## src/esdc_map.vh

```
// Constants for the external serial data capture block.
`ifndef ESDC_MAP_VH
`define ESDC_MAP_VH
`define ESDC_CLK_MHZ        50
`define ESDC_MAX_RATE_MHZ   50
`define ESDC_MODE_NORMAL    1'h0
`define ESDC_MODE_SYMBOL    1'h1
`define ESDC_BITCNT_W       8
`define ESDC_SYNC_STAGES    3
`endif

```

## src/esdc_capture.v

```verilog
// Serial data capture from an external bit clock or symbol marker.
//
// Behaviour
// Source raises bit clock at the start of every data bit; esdc_src holds the bit clock low in symbol mode.
// Normal mode samples data and marker on each bit clock fall.
// Bit clock, marker and data rate stay at or below 50 MHz; the 50 MHz capture clock resolves only up to 12.5 MHz.
// Marker may repeat per symbol or be a single one-bit pulse.
// Source holds marker high during the first bit of a symbol.
// Source keeps marker stable across each bit clock fall.
// Symbol mode samples data on each falling marker edge.
// High data level is logic one, low level is logic zero.
// Source presents valid data at every active falling edge.
// Marker high at a normal-mode sample restarts the bit count.
`timescale 1ns/1ps
`include "esdc_map.vh"
module esdc_capture #(
	parameter CNT_W = `ESDC_BITCNT_W
) (
	clk,
	nrst,
	symbol_mode,
	bit_clk_pin,
	data_pin,
	marker_pin,
	bit_valid,
	bit_value,
	bit_first,
	bit_index,
	aligned
);
	input  wire             clk;
	input  wire             nrst;
	input  wire             symbol_mode;
	input  wire             bit_clk_pin;
	input  wire             data_pin;
	input  wire             marker_pin;
	output reg              bit_valid;
	output reg              bit_value;
	output reg              bit_first;
	output reg  [CNT_W-1:0] bit_index;
	output reg              aligned;

	wire clk_level;
	wire clk_fall;
	wire dat_level;
	wire mrk_level;
	wire mrk_fall;
	reg  mode_reg;
	reg  [CNT_W-1:0] cnt_reg;
	reg  [CNT_W-1:0] cnt_next;
	reg  take;
	reg  first;

	// Bit clock edges, seen on the 50 MHz clock.
	esdc_sync u_clk (
		.clk   (clk),
		.nrst  (nrst),
		.pin   (bit_clk_pin),
		.level (clk_level),
		.fall  (clk_fall)
	);

	// Data line; its level is taken together with the active edge.
	esdc_sync u_dat (
		.clk   (clk),
		.nrst  (nrst),
		.pin   (data_pin),
		.level (dat_level),
		.fall  ()
	);

	// Marker, used as level in normal mode and as clock in symbol mode.
	esdc_sync u_mrk (
		.clk   (clk),
		.nrst  (nrst),
		.pin   (marker_pin),
		.level (mrk_level),
		.fall  (mrk_fall)
	);

	// Mode select is a same-domain level, registered so a change mid-bit
	// cannot split one sample into two.
	always @(posedge clk or negedge nrst) begin
		if (!nrst)
			mode_reg <= `ESDC_MODE_NORMAL;
		else
			mode_reg <= symbol_mode;
	end

	// Pick the active edge and decide whether this bit opens a symbol.
	// The system clock only resolves link edges up to a quarter of its
	// rate, so a full 50 MHz stream needs a faster capture clock.
	always @* begin
		take     = 1'h0;
		first    = 1'h0;
		cnt_next = cnt_reg;
		if (mode_reg == `ESDC_MODE_SYMBOL) begin
			take = mrk_fall;
			first = mrk_fall;
		end else begin
			take = clk_fall;
			first = clk_fall & mrk_level;
		end
		if (take) begin
			if (first)
				cnt_next = {CNT_W{1'h0}};
			else
				cnt_next = cnt_reg + 1'h1;
		end
	end

	// Outputs all come from flip-flops; valid is a one-cycle pulse.
	always @(posedge clk or negedge nrst) begin
		if (!nrst) begin
			cnt_reg   <= {CNT_W{1'h0}};
			bit_valid <= 1'h0;
			bit_value <= 1'h0;
			bit_first <= 1'h0;
			bit_index <= {CNT_W{1'h0}};
			aligned   <= 1'h0;
		end else begin
			bit_valid <= take;
			if (take) begin
				cnt_reg   <= cnt_next;
				bit_value <= dat_level;
				bit_first <= first;
				bit_index <= cnt_next;
				if (first)
					aligned <= 1'h1;
			end
		end
	end
endmodule // esdc_capture

```

## src/esdc_sync.v

```verilog
// Three-stage pin synchroniser with falling-edge detection.
`timescale 1ns/1ps
module esdc_sync (
	clk,
	nrst,
	pin,
	level,
	fall
);
	input  wire clk;
	input  wire nrst;
	input  wire pin;
	output reg  level;
	output reg  fall;

	reg s1_reg;
	reg s2_reg;
	reg s3_reg;

	// Stage one feeds only stage two; a change counts once two and three agree.
	always @(posedge clk or negedge nrst) begin
		if (!nrst) begin
			s1_reg <= 1'h0;
			s2_reg <= 1'h0;
			s3_reg <= 1'h0;
			level  <= 1'h0;
			fall   <= 1'h0;
		end else begin
			s1_reg <= pin;
			s2_reg <= s1_reg;
			s3_reg <= s2_reg;
			fall   <= 1'h0;
			if (s2_reg == s3_reg) begin
				level <= s3_reg;
				fall  <= level & ~s3_reg;
			end
		end
	end
endmodule // esdc_sync

```

## config.mk

```make
export PLATFORM = sky130hd
export DESIGN_NAME = esdc_capture
export DESIGN_NICKNAME = d
export VERILOG_FILES = /design/src/esdc_capture.v /design/src/esdc_sync.v
export VERILOG_INCLUDE_DIRS = /design/src
export SDC_FILE = /design/constraint.sdc
export NUM_CORES = 1
export LEC_CHECK = 0
export BUFFER_PORTS_ARGS = -buffer_cell sky130_fd_sc_hd__buf_4
export CAP_MARGIN = 20
export CORE_AREA = 2 2 48 50
export DETAILED_ROUTE_END_ITERATION = 10
export DIE_AREA = 0 0 50 52
export PLACE_DENSITY = 0.74
export SLEW_MARGIN = 20
export SYNTH_ARGS = -nofsm -noshare
export SYNTH_HDL_FRONTEND = slang
export SYNTH_HIERARCHICAL = 1
export SYNTH_SLANG_ARGS = --single-unit
```

## constraint.sdc

```tcl
create_clock -name clk -period 1.8 [get_ports clk]
set_input_delay 0.36 -clock clk [delete_from_list [all_inputs] [get_ports clk]]
set_output_delay 0.36 -clock clk [all_outputs]
set_load 0.01 [all_outputs]
```

After elaboration in Yosys (flattened, before gate mapping):

Index checks and enable logic that the tools add are counted.

* register bits after elaboration: 27
* latch bits: 0
* memory bits (writable): 0
* bits in read-only memories: 0
* input port bits: 6
* output and inout port bits: 12
* word-level logic and storage cells: 35
* memories: 0

* add/sub/neg operators: 1
* multipliers: 0
* divide/modulo/power cells: 0
* $lt $le $gt $ge: 0
* equal/unequal tests: 3
* shifts and indexed selects: 0
* mux-type cells: 5
* bitwise logic cells: 5
* reductions and logical operators: 1

Operators by type and width (count)
* adder 8 x 1 -> 8 bit, second input constant: 1
* 2-to-1 mux 8 bit: 1
* 2-to-1 mux 1 bit: 4
* bitwise AND 1 bit: 3
* == test 1 bit: 3
* NOT 1 bit: 2
* AND reduction 2 bit: 1

Longest topological paths before layout:

Gate-level depths: netlist (run 1).

* depth in word-level cells: 3
* gate-level depth with buffers: 4
* mapped depth without buffers: 4

Modules after synthesis:

Netlist (run 1), hierarchy kept.

By module, submodules not included
* esdc_capture: instances 1, cells an instance 54, area each 575.6 µm², seq. area each 325.3 µm²
* esdc_sync: instances 3, cells an instance 7, area each 143.9 µm², seq. area each 125.1 µm²

Worst setup path before layout (run 1):

No wires, ideal clock.

* path kind: register -> register
* start: register mode_reg
* end: register bit_value
* data arrival time: 1.274 ns
* required time: 1.675 ns
* slack: 0.402 ns
* cell stages (with the launch flop): 4
* path buffers: 1
* cells stage by stage: dfrtp_1 > mux2i_1 > buf_2 > mux2_2

* cells in the longest elaborated chain, start to end: 1

Ends and longest elaborated chain
* start: declaration: RTL line esdc_capture.v:48 `reg mode_reg;`
* start signal: assignment: RTL line esdc_capture.v:85 `` mode_reg <= `ESDC_MODE_NORMAL; ``
* start signal: assignment: RTL line esdc_capture.v:87 `mode_reg <= symbol_mode;`
* 2-to-1 mux 1 bit: RTL line esdc_capture.v:97 `` if (mode_reg == `ESDC_MODE_SYMBOL) begin ``
* end signal: assignment: RTL line esdc_capture.v:125 `bit_value <= dat_level;`
* end: declaration: RTL line esdc_capture.v:38 `output reg bit_value;`

Every way passes these cells.
A chain may end at the register's enable or synchronous reset.

Final worst setup path (run 1):

* start: register mode_reg
* end: register bit_index[5]

* cells in the longest elaborated chain, start to end: 2

Ends and longest elaborated chain
* 2-to-1 mux 1 bit: RTL line esdc_capture.v:97
* 2-to-1 mux 8 bit: RTL line esdc_capture.v:105 `if (first)`
* end signal: assignment: RTL line esdc_capture.v:119 `bit_index <= {CNT_W{1'h0}};`
* end signal: assignment: RTL line esdc_capture.v:127 `bit_index <= cnt_next;`
* end: declaration: RTL line esdc_capture.v:40 `output reg [CNT_W-1:0] bit_index;`

Parallel ways exist; a longest one is shown, timed or not.

==> summary.md, run 1 <==
| Metric | Value |
|---|---|
| Worst reg2reg path depth | 4 |
| TritonCTS buffer count | 3 |
| WP data arrival | 1.76 ns |
| Top register by number of flip-flops | bit_index |
| Weighted congestion at the end of routability-driven global placement | 0.7166 |
| FP Rows | 17 |
| Level count of the clock H-tree | 1 |
| Maximum number of pins on one net before global-route repair | 28 |
| Die outline height | between 50 and 60 um |
| Switching Fraction | a little under a quarter |
| Worst hold path depth | 1 |
| Worst IR drop on VDD | ~0.57 mV |
| Cell area after placement | around 1100 um2 |
| Int Pwr | between 800 and 900 uW |
| Power share of the combinational group | between 10% and 20% |
| Number of hold-repair buffers added at the cts stage | 1 |
| Antenna diode count | 0 |
| First-pass GRT wire length | between 2 and 3 mm |
| Number of hold violations in the final report | 0 |
| Via count of the first global-routing pass | 650 |
| Detailed Route Iter0 Violations | 7 |
| Die Footprint | between 2000 and 3000 um2 |
| Ratio of cells with drive above 1 in the final layout | 28.42% |
| Routed WL per cell | 12.82 um |
| Count of boundary I/O pins | 18 |
| Number of flip-flops under the largest register name | 8 |
| Static Leak | ~0.00053 uW |
| Power Density | between 800 and 900 nW/um2 |
| DRC violation count after routing | 0 |
| Mean cell area of the mapped netlist | approximately 13 um2 |
| Worst Setup Path Type | flip-flop to flip-flop |
| Root Buffer Master | clkbuf_4 |
| Result of the run | finished, final reports clean |
| Final cell area excluding filler cells | roughly 1200 um2 |
| Effective utilization at floorplan | between 40 and 50% |
| Deepest clock path buffer count | 2 |
| GR Overflow Total | 0 |
| HPWL reported at the end of detailed placement | approximately 1.2 mm |
| WHS | approximately 0.15 ns |
| Startpoint Class | flip-flop |
| Remaining antenna violation count | 0 |
| Worst-path fanout max | 16 |
| Worst clock skew on the final layout | 0.004765 ns |
| Antenna violations before repair | 0 |
| Final setup viols | 0 |
| Tot GR Track Use | between 10% and 20% |
| Share of power burned in the clock network | a little under a quarter |
| Instance count of the mapped netlist | between 70 and 80 |
| Overall via count from detail_route | between 600 and 700 |
| Floorplan die width | around 50 um |
| Period utilisation layout | approximately 84% |
| Maximum clock frequency | approximately 0.66 GHz |
| Final sum of negative setup slack | 0 ns |
| Synth warn | 6 |
| Most common library cell in the layout ignoring fill and taps | dfrtp_1 |
| Cell area after synthesis | just under 1000 um2 |
| TritonCTS clock tree | done |
| Total Wirelength | between 1.5 and 2 mm |
| Via-per-instance ratio | roughly 5.2 |
| Reported max-cap violation count | 0 |
| Number of resized instances in the post-cts repair step | 0 |
| Syn nets | 80 |
| Core area | 2106 um2 |
| Clock latency on the worst-skew pair | between 0.3 and 0.4 ns |
| Switching power | between 200 and 250 uW |
| Number of max-slew violations in the final report | 0 |
| Most frequent cells in the layout | dfrtp_1 (27), buf_4 (18), a21oi_1 (7) |
| Headroom to the max-slew limit | between 60 and 70% |
| Count of port buffers added during placement | 17 |
| Setup repair after global routing missed its margin | false |
| Postcts setup bufs | 0 |
| Worst endpoint required time | 2.04 ns |
| Area added between synthesis and finish | 20.67% |
| Clock-pin transition on the worst setup and hold timing paths | ~0.13 ns |
| Slew of the pin with the lowest slew margin | 0.5111 ns |
| Number of nets in the layout | about 100 |
| Number of sinks handled by clock tree synthesis | 27 |
| Setup crit end kind | flip-flop |
| Drt pass-1 iters | 2 |
| Time the final worst path needs with I/O delays and setup | approximately 1.5 ns |
| Worst hold-check path type | primary input to flip-flop |
| Share of total power in sequential cells | ~65% |
## routing by layer
metal / part of all wire, % / GRT usage (%)
met4: 0 / 5.556
met3: 3.9 / 3.736
met2: 55 / 25.66
met5: 0 / 0
met1: 41 / 15.49
## cell type report
| cell class | instances | area, um2 |
|---|---|---|
| Fill cell | 182 | 929.6 |
| Sequential cell | 27 | 675.6 |
| Multi-Input combinational cell | 42 | 282.8 |
| Timing Repair Buffer | 19 | 145.1 |
| Tap cell | 28 | 35.03 |
| Clock buffer | 4 | 26.28 |
| Inverter | 3 | 11.26 |
## metrics by stage
step	power (uW)	instances	utilization (%)	setup slack, ns
final	1044	123	55.85	0.2858
after global routing	1102	123	55.85	0.2106
after CTS	1063	123	55.85	0.2806
after detailed placement	812.9	118	54.13	0.3094
after global placement	806.7	118	54.13	0.3854
after floorplan	743.1	73	-	0.4015
## path summary, 6_finish.rpt
| kind | startpoint | endpoint | slack [ns] |
|---|---|---|---|
| worst max-delay path | mode_reg$_DFF_PN0_ | bit_index[5]$_DFFE_PN0P_ | 0.29 |
| worst min-delay path | data_pin | u_dat/s1_reg$_DFF_PN0_ | 0.15 |
| worst max register to register | mode_reg$_DFF_PN0_ | bit_index[5]$_DFFE_PN0P_ | 0.29 |
| worst min register to register | u_dat/s1_reg$_DFF_PN0_ | u_dat/s2_reg$_DFF_PN0_ | 0.36 |
| max in group asynchronous | nrst | u_mrk/level$_DFFE_PN0N_ | 1.08 |
| min in group asynchronous | nrst | bit_index[5]$_DFFE_PN0P_ | 0.47 |
## critical path: stages (launching register included)
cell	delay, ns
dfrtp_1	0.45
mux2i_1	0.13
buf_4	0.18
or4_1	0.52
a21oi_1	0.17
## power groups by stage
stage / Clock (uW) / Sequential (uW) / Combinational, uW
finish: 244 / 680 / 120
global route: 281 / 688 / 133
CTS: 260 / 680 / 123
detailed placement: 0 / 692 / 121
global placement: 0 / 690 / 117
floorplan: 0 / 697 / 46.3
Power figures use the tool's default switching activity.
==> run 2, diff against run 1 <==
Clock period 1.8 ns to 1.6 ns, I/O delays scaled along.
==> run 2 against run 1 <==
Against the previous run:
- first-iteration DRC count down 14%
- setup slack worse by 0.18 ns
- sequential share of layout area unchanged
- total power up 12%
- sequential power up 12%
- clock skew down 0.0013 ns
- via count up 0.78%
- cell count unchanged
- largest cell class unchanged
- highest routed layer unchanged
==> summary.md, run 2 (synthesized netlist as in run 1, its figures left out) <==
| Metric | Value |
|---|---|
| Detailed Route Iter0 Violations | 6 (-1) |
| Share of total power in sequential cells | 65.6% (+0.5 points) |
| Worst-path fanout max | 16 (unchanged) |
| Core area | 2106 um2 (unchanged) |
| Die outline height | 52 um (unchanged) |
| Postcts setup bufs | 0 (unchanged) |
| Routed WL per cell | 11.60 um (-9.5%) |
| Setup crit end kind | flip-flop |
| Setup slack of the critical path after layout | 0.1065 ns (-0.1793 ns) |
| Deepest clock path buffer count | 2 (unchanged) |
| Clock-pin transition on the worst setup and hold timing paths | 0.13 ns (about the same) |
| Worst hold path depth | 1 (unchanged) |
| Ratio of cells with drive above 1 in the final layout | 28.42% (unchanged) |
| Count of boundary I/O pins | 18 (unchanged) |
| WP data arrival | 1.73 ns (-0.03 ns) |
| Worst IR drop on VDD | 0.5670 mV (-0.35%) |
| Time the final worst path needs with I/O delays and setup | 1.494 ns (-0.02071 ns) |
| Switching Fraction | 22.69% (-0.57 points) |
| Tot GR Track Use | 12.57% (-1.5 points) |
| Most common library cell in the layout ignoring fill and taps | dfrtp_1 |
| Via-per-instance ratio | 5.276 (+0.78%) |
| Effective utilization at floorplan | 46.29% (unchanged) |
| First-pass GRT wire length | 2.449 mm (-9.0%) |
| Busiest grt layer | met2 |
| Weighted congestion at the end of routability-driven global placement | 0.7189 (+0.32%) |
| HPWL reported at the end of detailed placement | 1.044 mm (-9.3%) |
| Pre-CTS setup slack | 0.1214 ns (-0.1880 ns) |
| Number of flip-flops under the largest register name | 8 (unchanged) |
| Startpoint Class | flip-flop |
| Headroom to the max-slew limit | 67.19% (+1.5 points) |
| Slew of the pin with the lowest slew margin | 0.4889 ns (-0.02223 ns) |
| Count of port buffers added during placement | 17 (unchanged) |
| Floorplan die width | 50 um (unchanged) |
| Final cell area excluding filler cells | 1176 um2 (unchanged) |
| Antenna violations before repair | 0 (unchanged) |
| Die Footprint | 2600 um2 (unchanged) |
| Maximum clock frequency | 0.6696 GHz (+1.4%) |
| Number of nets in the layout | 103 (unchanged) |
| Level count of the clock H-tree | 1 (unchanged) |
| Reported max-cap violation count | 0 (unchanged) |
| Number of resized instances in the post-cts repair step | 0 (unchanged) |
| TritonCTS clock tree | done |
| Remaining antenna violation count | 0 (unchanged) |
| Most frequent cells in the layout | dfrtp_1 (27), buf_4 (18), a21oi_1 (7) |
| Static Leak | 0.0005323 uW (unchanged) |
| Worst clock skew on the final layout | 0.003437 ns (-0.001328 ns) |
| Drt pass-1 iters | 4 (+2) |
| Total Wirelength | 1.427 mm (-9.5%) |
| Maximum number of pins on one net before global-route repair | 28 (unchanged) |
| Met3 usage | 3.736% (unchanged) |
| Worst hold-check path type | primary input to flip-flop |
| DRC violation count after routing | 0 (unchanged) |
| Share of power burned in the clock network | 23.0% (-0.4 points) |
| Antenna diode count | 0 (unchanged) |
| Final setup viols | 0 (unchanged) |
| Int Pwr | 901.2 uW (+12%) |
| Power share of the combinational group | 11.4% (about the same) |
| Worst Setup Path Type | flip-flop to flip-flop |
| FP Rows | 17 (unchanged) |
| Root Buffer Master | clkbuf_4 |
| GR Util met1 | 13.82% (-1.7 points) |
| GR Overflow Total | 0 (unchanged) |
| Fill cell instance count of the final layout | 183 (+0.55%) |
| Overall via count from detail_route | 649 (+0.78%) |
| Area of the multi-input gates | 282.8 um2 (unchanged) |
| Number of hold violations in the final report | 0 (unchanged) |
| Switching power | 264.5 uW (+8.9%) |
| Power Density | 991.1 nW/um2 (+12%) |
| Via count of the first global-routing pass | 608 (-6.5%) |
| Top register by number of flip-flops | bit_index |
| Met2 capacity usage during global routing | 23.03% (-2.6 points) |
| Cell area after placement | 1140 um2 (unchanged) |
| Number of max-slew violations in the final report | 0 (unchanged) |
| Clock latency on the worst-skew pair | 0.30 ns (about the same) |
| Period utilisation layout | 93.34% (+9.2 points) |
| Number of sinks handled by clock tree synthesis | 27 (unchanged) |
| Worst endpoint required time | 1.84 ns (-0.20 ns) |
| Result of the run | finished, final reports clean |
| TritonCTS buffer count | 3 (unchanged) |
| Final core utilization | 55.85% (unchanged) |
| Area added between synthesis and finish | 20.67% (unchanged) |
| Setup repair after global routing missed its margin | false |
| Total area of sequential cells | 675.6 um2 (unchanged) |
| Worst reg2reg path depth | 4 (unchanged) |
| Final sum of negative setup slack | 0 ns (unchanged) |
[run 2: cell counts in the layout (fill, tap and decap cells not counted)]
No cell type changed its count.
[run 2: repair_timing]
item	CTS	global route
hold endpoints to repair	27	0
hold buffers	1	0
setup endpoints to repair	0	0
[run 2: layout make-up]
class	count	share of cell area, %
Multi-Input combinational cell	42	24.04
Timing Repair Buffer	19	12.34
Clock buffer	4	2.234
Tap cell	28	2.979
Sequential cell	27	57.45
Inverter	3	0.9574
[run 2: power by group through the flow]
stage                     clock network [uW]  logic (uW)  registers, uW
final                                    268         133            764
after global routing                     311         147            773
after CTS                                291         137            766
after detailed placement                   0         134            779
after global placement                     0         131            776
after floorplan                            0        52.1            784
[run 2: path summary, 6_finish.rpt]
path	start	to	slack (ns)
worst max-delay path	mode_reg$_DFF_PN0_	bit_index[5]$_DFFE_PN0P_	0.11
worst min-delay path	data_pin	u_dat/s1_reg$_DFF_PN0_	0.11
worst max register to register	mode_reg$_DFF_PN0_	bit_index[5]$_DFFE_PN0P_	0.11
worst min register to register	u_mrk/s1_reg$_DFF_PN0_	u_mrk/s2_reg$_DFF_PN0_	0.36
max in group asynchronous	nrst	bit_index[0]$_DFFE_PN0P_	0.90
min in group asynchronous	nrst	bit_index[7]$_DFFE_PN0P_	0.46
[run 2: metal layers]
metal / vias up / part of all wire, %
met2: 18 / 53
met3: 0 / 5.0
met5: - / 0
li1: 309 / -
met1: 322 / 42
met4: 0 / 0
[run 2: metrics by stage]
step / power [uW] / hold WS, ns / cells
2_1_floorplan: 836.0 / 0.02441 / 73
4_1_cts: 1194 / 0.08884 / 123
3_5_place_dp: 913.4 / 0.2456 / 118
3_3_place_gp: 907.0 / 0.2429 / 118
5_1_grt: 1231 / 0.08036 / 123
6_report: 1166 / 0.1084 / 123
[run 2: worst max-delay path: stages (launching register included)]
cell and delay, ns:
dfrtp_1 0.44, mux2i_1 0.13, buf_4 0.18, or4_1 0.50, a21oi_1 0.17
==> run 3, diff against run 2 <==
Settings changed: CORE_AREA 2 2 48 50 to 2 2 57 59, DIE_AREA 0 0 50 52 to 0 0 59 61, PLACE_DENSITY 0.74 to 0.56.
==> run 3 against run 2 <==
Against the previous run:
- fmax up 0.76%
- highest routed layer unchanged
- sequential power about the same
- largest power group unchanged
- setup slack better by 0.011 ns
- final area up 1.9%
- critical path depth unchanged
- critical path type unchanged
==> summary.md, run 3 (synthesized netlist as in run 1, its figures left out) <==
| Metric | Value |
|---|---|
| Result of the run | finished, final reports clean |
| Busiest grt layer | met2 |
| Int Pwr | 903.4 uW (+0.24%) |
| Detailed Route Iter0 Violations | 17 (+11) |
| Weighted congestion at the end of routability-driven global placement | 0.7498 (+4.3%) |
| Overall via count from detail_route | 655 (+0.92%) |
| Time the final worst path needs with I/O delays and setup | 1.482 ns (-0.01133 ns) |
| First-pass GRT wire length | 2.684 mm (+9.6%) |
| FP Rows | 20 (+3) |
| Reported max-cap violation count | 0 (unchanged) |
| Final sum of negative setup slack | 0 ns (unchanged) |
| DRC violation count after routing | 0 (unchanged) |
| Die outline height | 61 um (+17%) |
| Area added between synthesis and finish | 22.98% |
| TritonCTS buffer count | 3 (unchanged) |
| Power Density | 994.4 nW/um2 (+0.33%) |
| GR Util met1 | 12.64% (-1.2 points) |
| Setup crit end kind | flip-flop |
| Level count of the clock H-tree | 1 (unchanged) |
| Total area of sequential cells | 675.6 um2 (unchanged) |
| Antenna violations before repair | 0 (unchanged) |
| Worst clock skew on the final layout | 0.008688 ns (+0.005251 ns) |
| Via count of the first global-routing pass | 585 (-3.8%) |
| Effective utilization at floorplan | 33.01% (-13 points) |
| Dominant delay contributor by cell family on the critical path | simple AND/OR/NAND/NOR gates |
| Slew of the pin with the lowest slew margin | 0.3241 ns (-0.1648 ns) |
| Core area | 2953 um2 (+40%) |
| Number of hold violations in the final report | 0 (unchanged) |
| Slowest library cell on the worst path | or4_1 |
| Ratio of cells with drive above 1 in the final layout | 30.93% (+2.5 points) |
| Worst IR drop on VDD | 0.5768 mV (+1.7%) |
| Share of power burned in the clock network | 23.9% (+0.9 points) |
| Most common library cell in the layout ignoring fill and taps | dfrtp_1 |
| Setup repair after global routing missed its margin | false |
| Worst-path fanout max | 4 (-12) |
| Number of nets in the layout | 105 (+1.9%) |
| Most frequent cells in the layout | dfrtp_1 (27), buf_4 (20), a21oi_1 (7) |
| Largest stage delay on the critical path | 0.49 ns (about the same) |
| WP data arrival | 1.74 ns (about the same) |
| Top register by number of flip-flops | bit_index |
| Number of resized instances in the post-cts repair step | 0 (unchanged) |
| Antenna diode count | 0 (unchanged) |
| Count of boundary I/O pins | 18 (unchanged) |
| Count of port buffers added during placement | 17 (unchanged) |
| Floorplan die width | 59 um (+18%) |
| Die Footprint | 3599 um2 (+38%) |
| Via-per-instance ratio | 5.038 (-4.5%) |
| Worst hold-check path type | primary input to flip-flop |
| Number of sinks handled by clock tree synthesis | 27 (unchanged) |
| Worst-path cell chain | ha_1 -> nand3_1 -> or4_1 -> a21oi_1 |
| Headroom to the max-slew limit | 78.39% (+11 points) |
| Clock latency on the worst-skew pair | 0.32 ns (+0.02 ns) |
| Met3 usage | 3.838% (+0.10 points) |
| Startpoint Class | flip-flop |
| Static Leak | 0.0005458 uW (+2.5%) |
| Final setup viols | 0 (unchanged) |
| Remaining antenna violation count | 0 (unchanged) |
| Total Wirelength | 1.673 mm (+17%) |
| Number of max-slew violations in the final report | 0 (unchanged) |
| Switching power | 288.5 uW (+9.1%) |
| Root Buffer Master | clkbuf_4 |
| Maximum number of pins on one net before global-route repair | 28 (unchanged) |
| Area of the multi-input gates | 282.8 um2 (unchanged) |
| Worst Setup Path Type | flip-flop to flip-flop |
| Crit path buf inv count | 0 (-1) |
| Final core utilization | 40.59% (-15 points) |
| Tot GR Track Use | 9.896% (-2.7 points) |
| Drt pass-1 iters | 4 (unchanged) |
| Met2 capacity usage during global routing | 16.19% (-6.8 points) |
| Share of total power in sequential cells | 64.1% (-1.5 points) |
| Worst endpoint required time | 1.86 ns (+0.02 ns) |
| Fill cell instance count of the final layout | 272 (+49%) |
| Period utilisation layout | 92.64% (-0.71 points) |
| GR Overflow Total | 0 (unchanged) |
| TritonCTS clock tree | done |
| Number of flip-flops under the largest register name | 8 (unchanged) |
| Deepest clock path buffer count | 2 (unchanged) |
| Power share of the combinational group | 12.0% (+0.6 points) |
| Switching Fraction | 24.21% (+1.5 points) |
| Routed WL per cell | 12.87 um (+11%) |
| HPWL reported at the end of detailed placement | 1.133 mm (+8.5%) |
| Maximum clock frequency | 0.6747 GHz (+0.76%) |
| Clock-pin transition on the worst setup and hold timing paths | 0.14 ns (about the same) |
==> run 3: path summary, 6_finish.rpt <==
kind | start | endpoint | depth (start not counted) | slack, ns
worst min-delay path | marker_pin | u_mrk/s1_reg$_DFF_PN0_ | 1 | 0.10
worst min register to register | u_dat/s1_reg$_DFF_PN0_ | u_dat/s2_reg$_DFF_PN0_ | 0 | 0.37
max in group asynchronous | nrst | u_mrk/s1_reg$_DFF_PN0_ | 2 | 0.93
min in group asynchronous | nrst | bit_index[5]$_DFFE_PN0P_ | 2 | 0.42
worst max register to register | bit_index[0]$_DFFE_PN0P_ | bit_index[6]$_DFFE_PN0P_ | 4 | 0.12
worst max-delay path | bit_index[0]$_DFFE_PN0P_ | bit_index[6]$_DFFE_PN0P_ | 4 | 0.12
==> run 3: cell type report <==
| cell class | instances | share of cell area (%) |
|---|---|---|
| Sequential cell | 27 | 56.37 |
| Multi-Input combinational cell | 42 | 23.59 |
| Timing Repair Buffer | 21 | 13.36 |
| Tap cell | 33 | 3.445 |
| Clock buffer | 3 | 1.879 |
| Inverter | 3 | 0.9395 |
| Clock inverter | 1 | 0.4175 |
==> run 3: routing by layer <==
metal,vias to the layer above,wire [um]
met1,325,789
li1,309,-
met5,-,0
met4,0,0
met3,0,76
met2,21,808
==> run 3: power by group through the flow <==
| stage | logic, uW | registers (uW) | clock network [uW] |
|---|---|---|---|
| after floorplan | 52.1 | 784 | 0 |
| after global placement | 135 | 777 | 0 |
| after detailed placement | 136 | 782 | 0 |
| after CTS | 139 | 768 | 302 |
| after global routing | 159 | 772 | 329 |
| final | 143 | 765 | 285 |
==> run 3: stage by stage <==
stage	std cells	power [uW]	setup WS, ns	instance area (um2)	hold slack (ns)
2_1_floorplan	73	836.0	0.2015	974.7	0.02441
3_5_place_dp	124	918.6	0.1306	1154	0.2501
4_1_cts	129	1210	0.1083	1191	0.08784
5_1_grt	130	1259	0.009913	1199	0.06671
6_report	130	1192	0.1178	1199	0.1017
3_3_place_gp	124	912.2	0.1854	1154	0.2483
==> run 3: timing repair <==
item                       4_1_cts  5_1_grt
hold buffers                     1        0
hold endpoints to repair        27        0
setup endpoints to repair        0        1
buffers inserted                 0        1
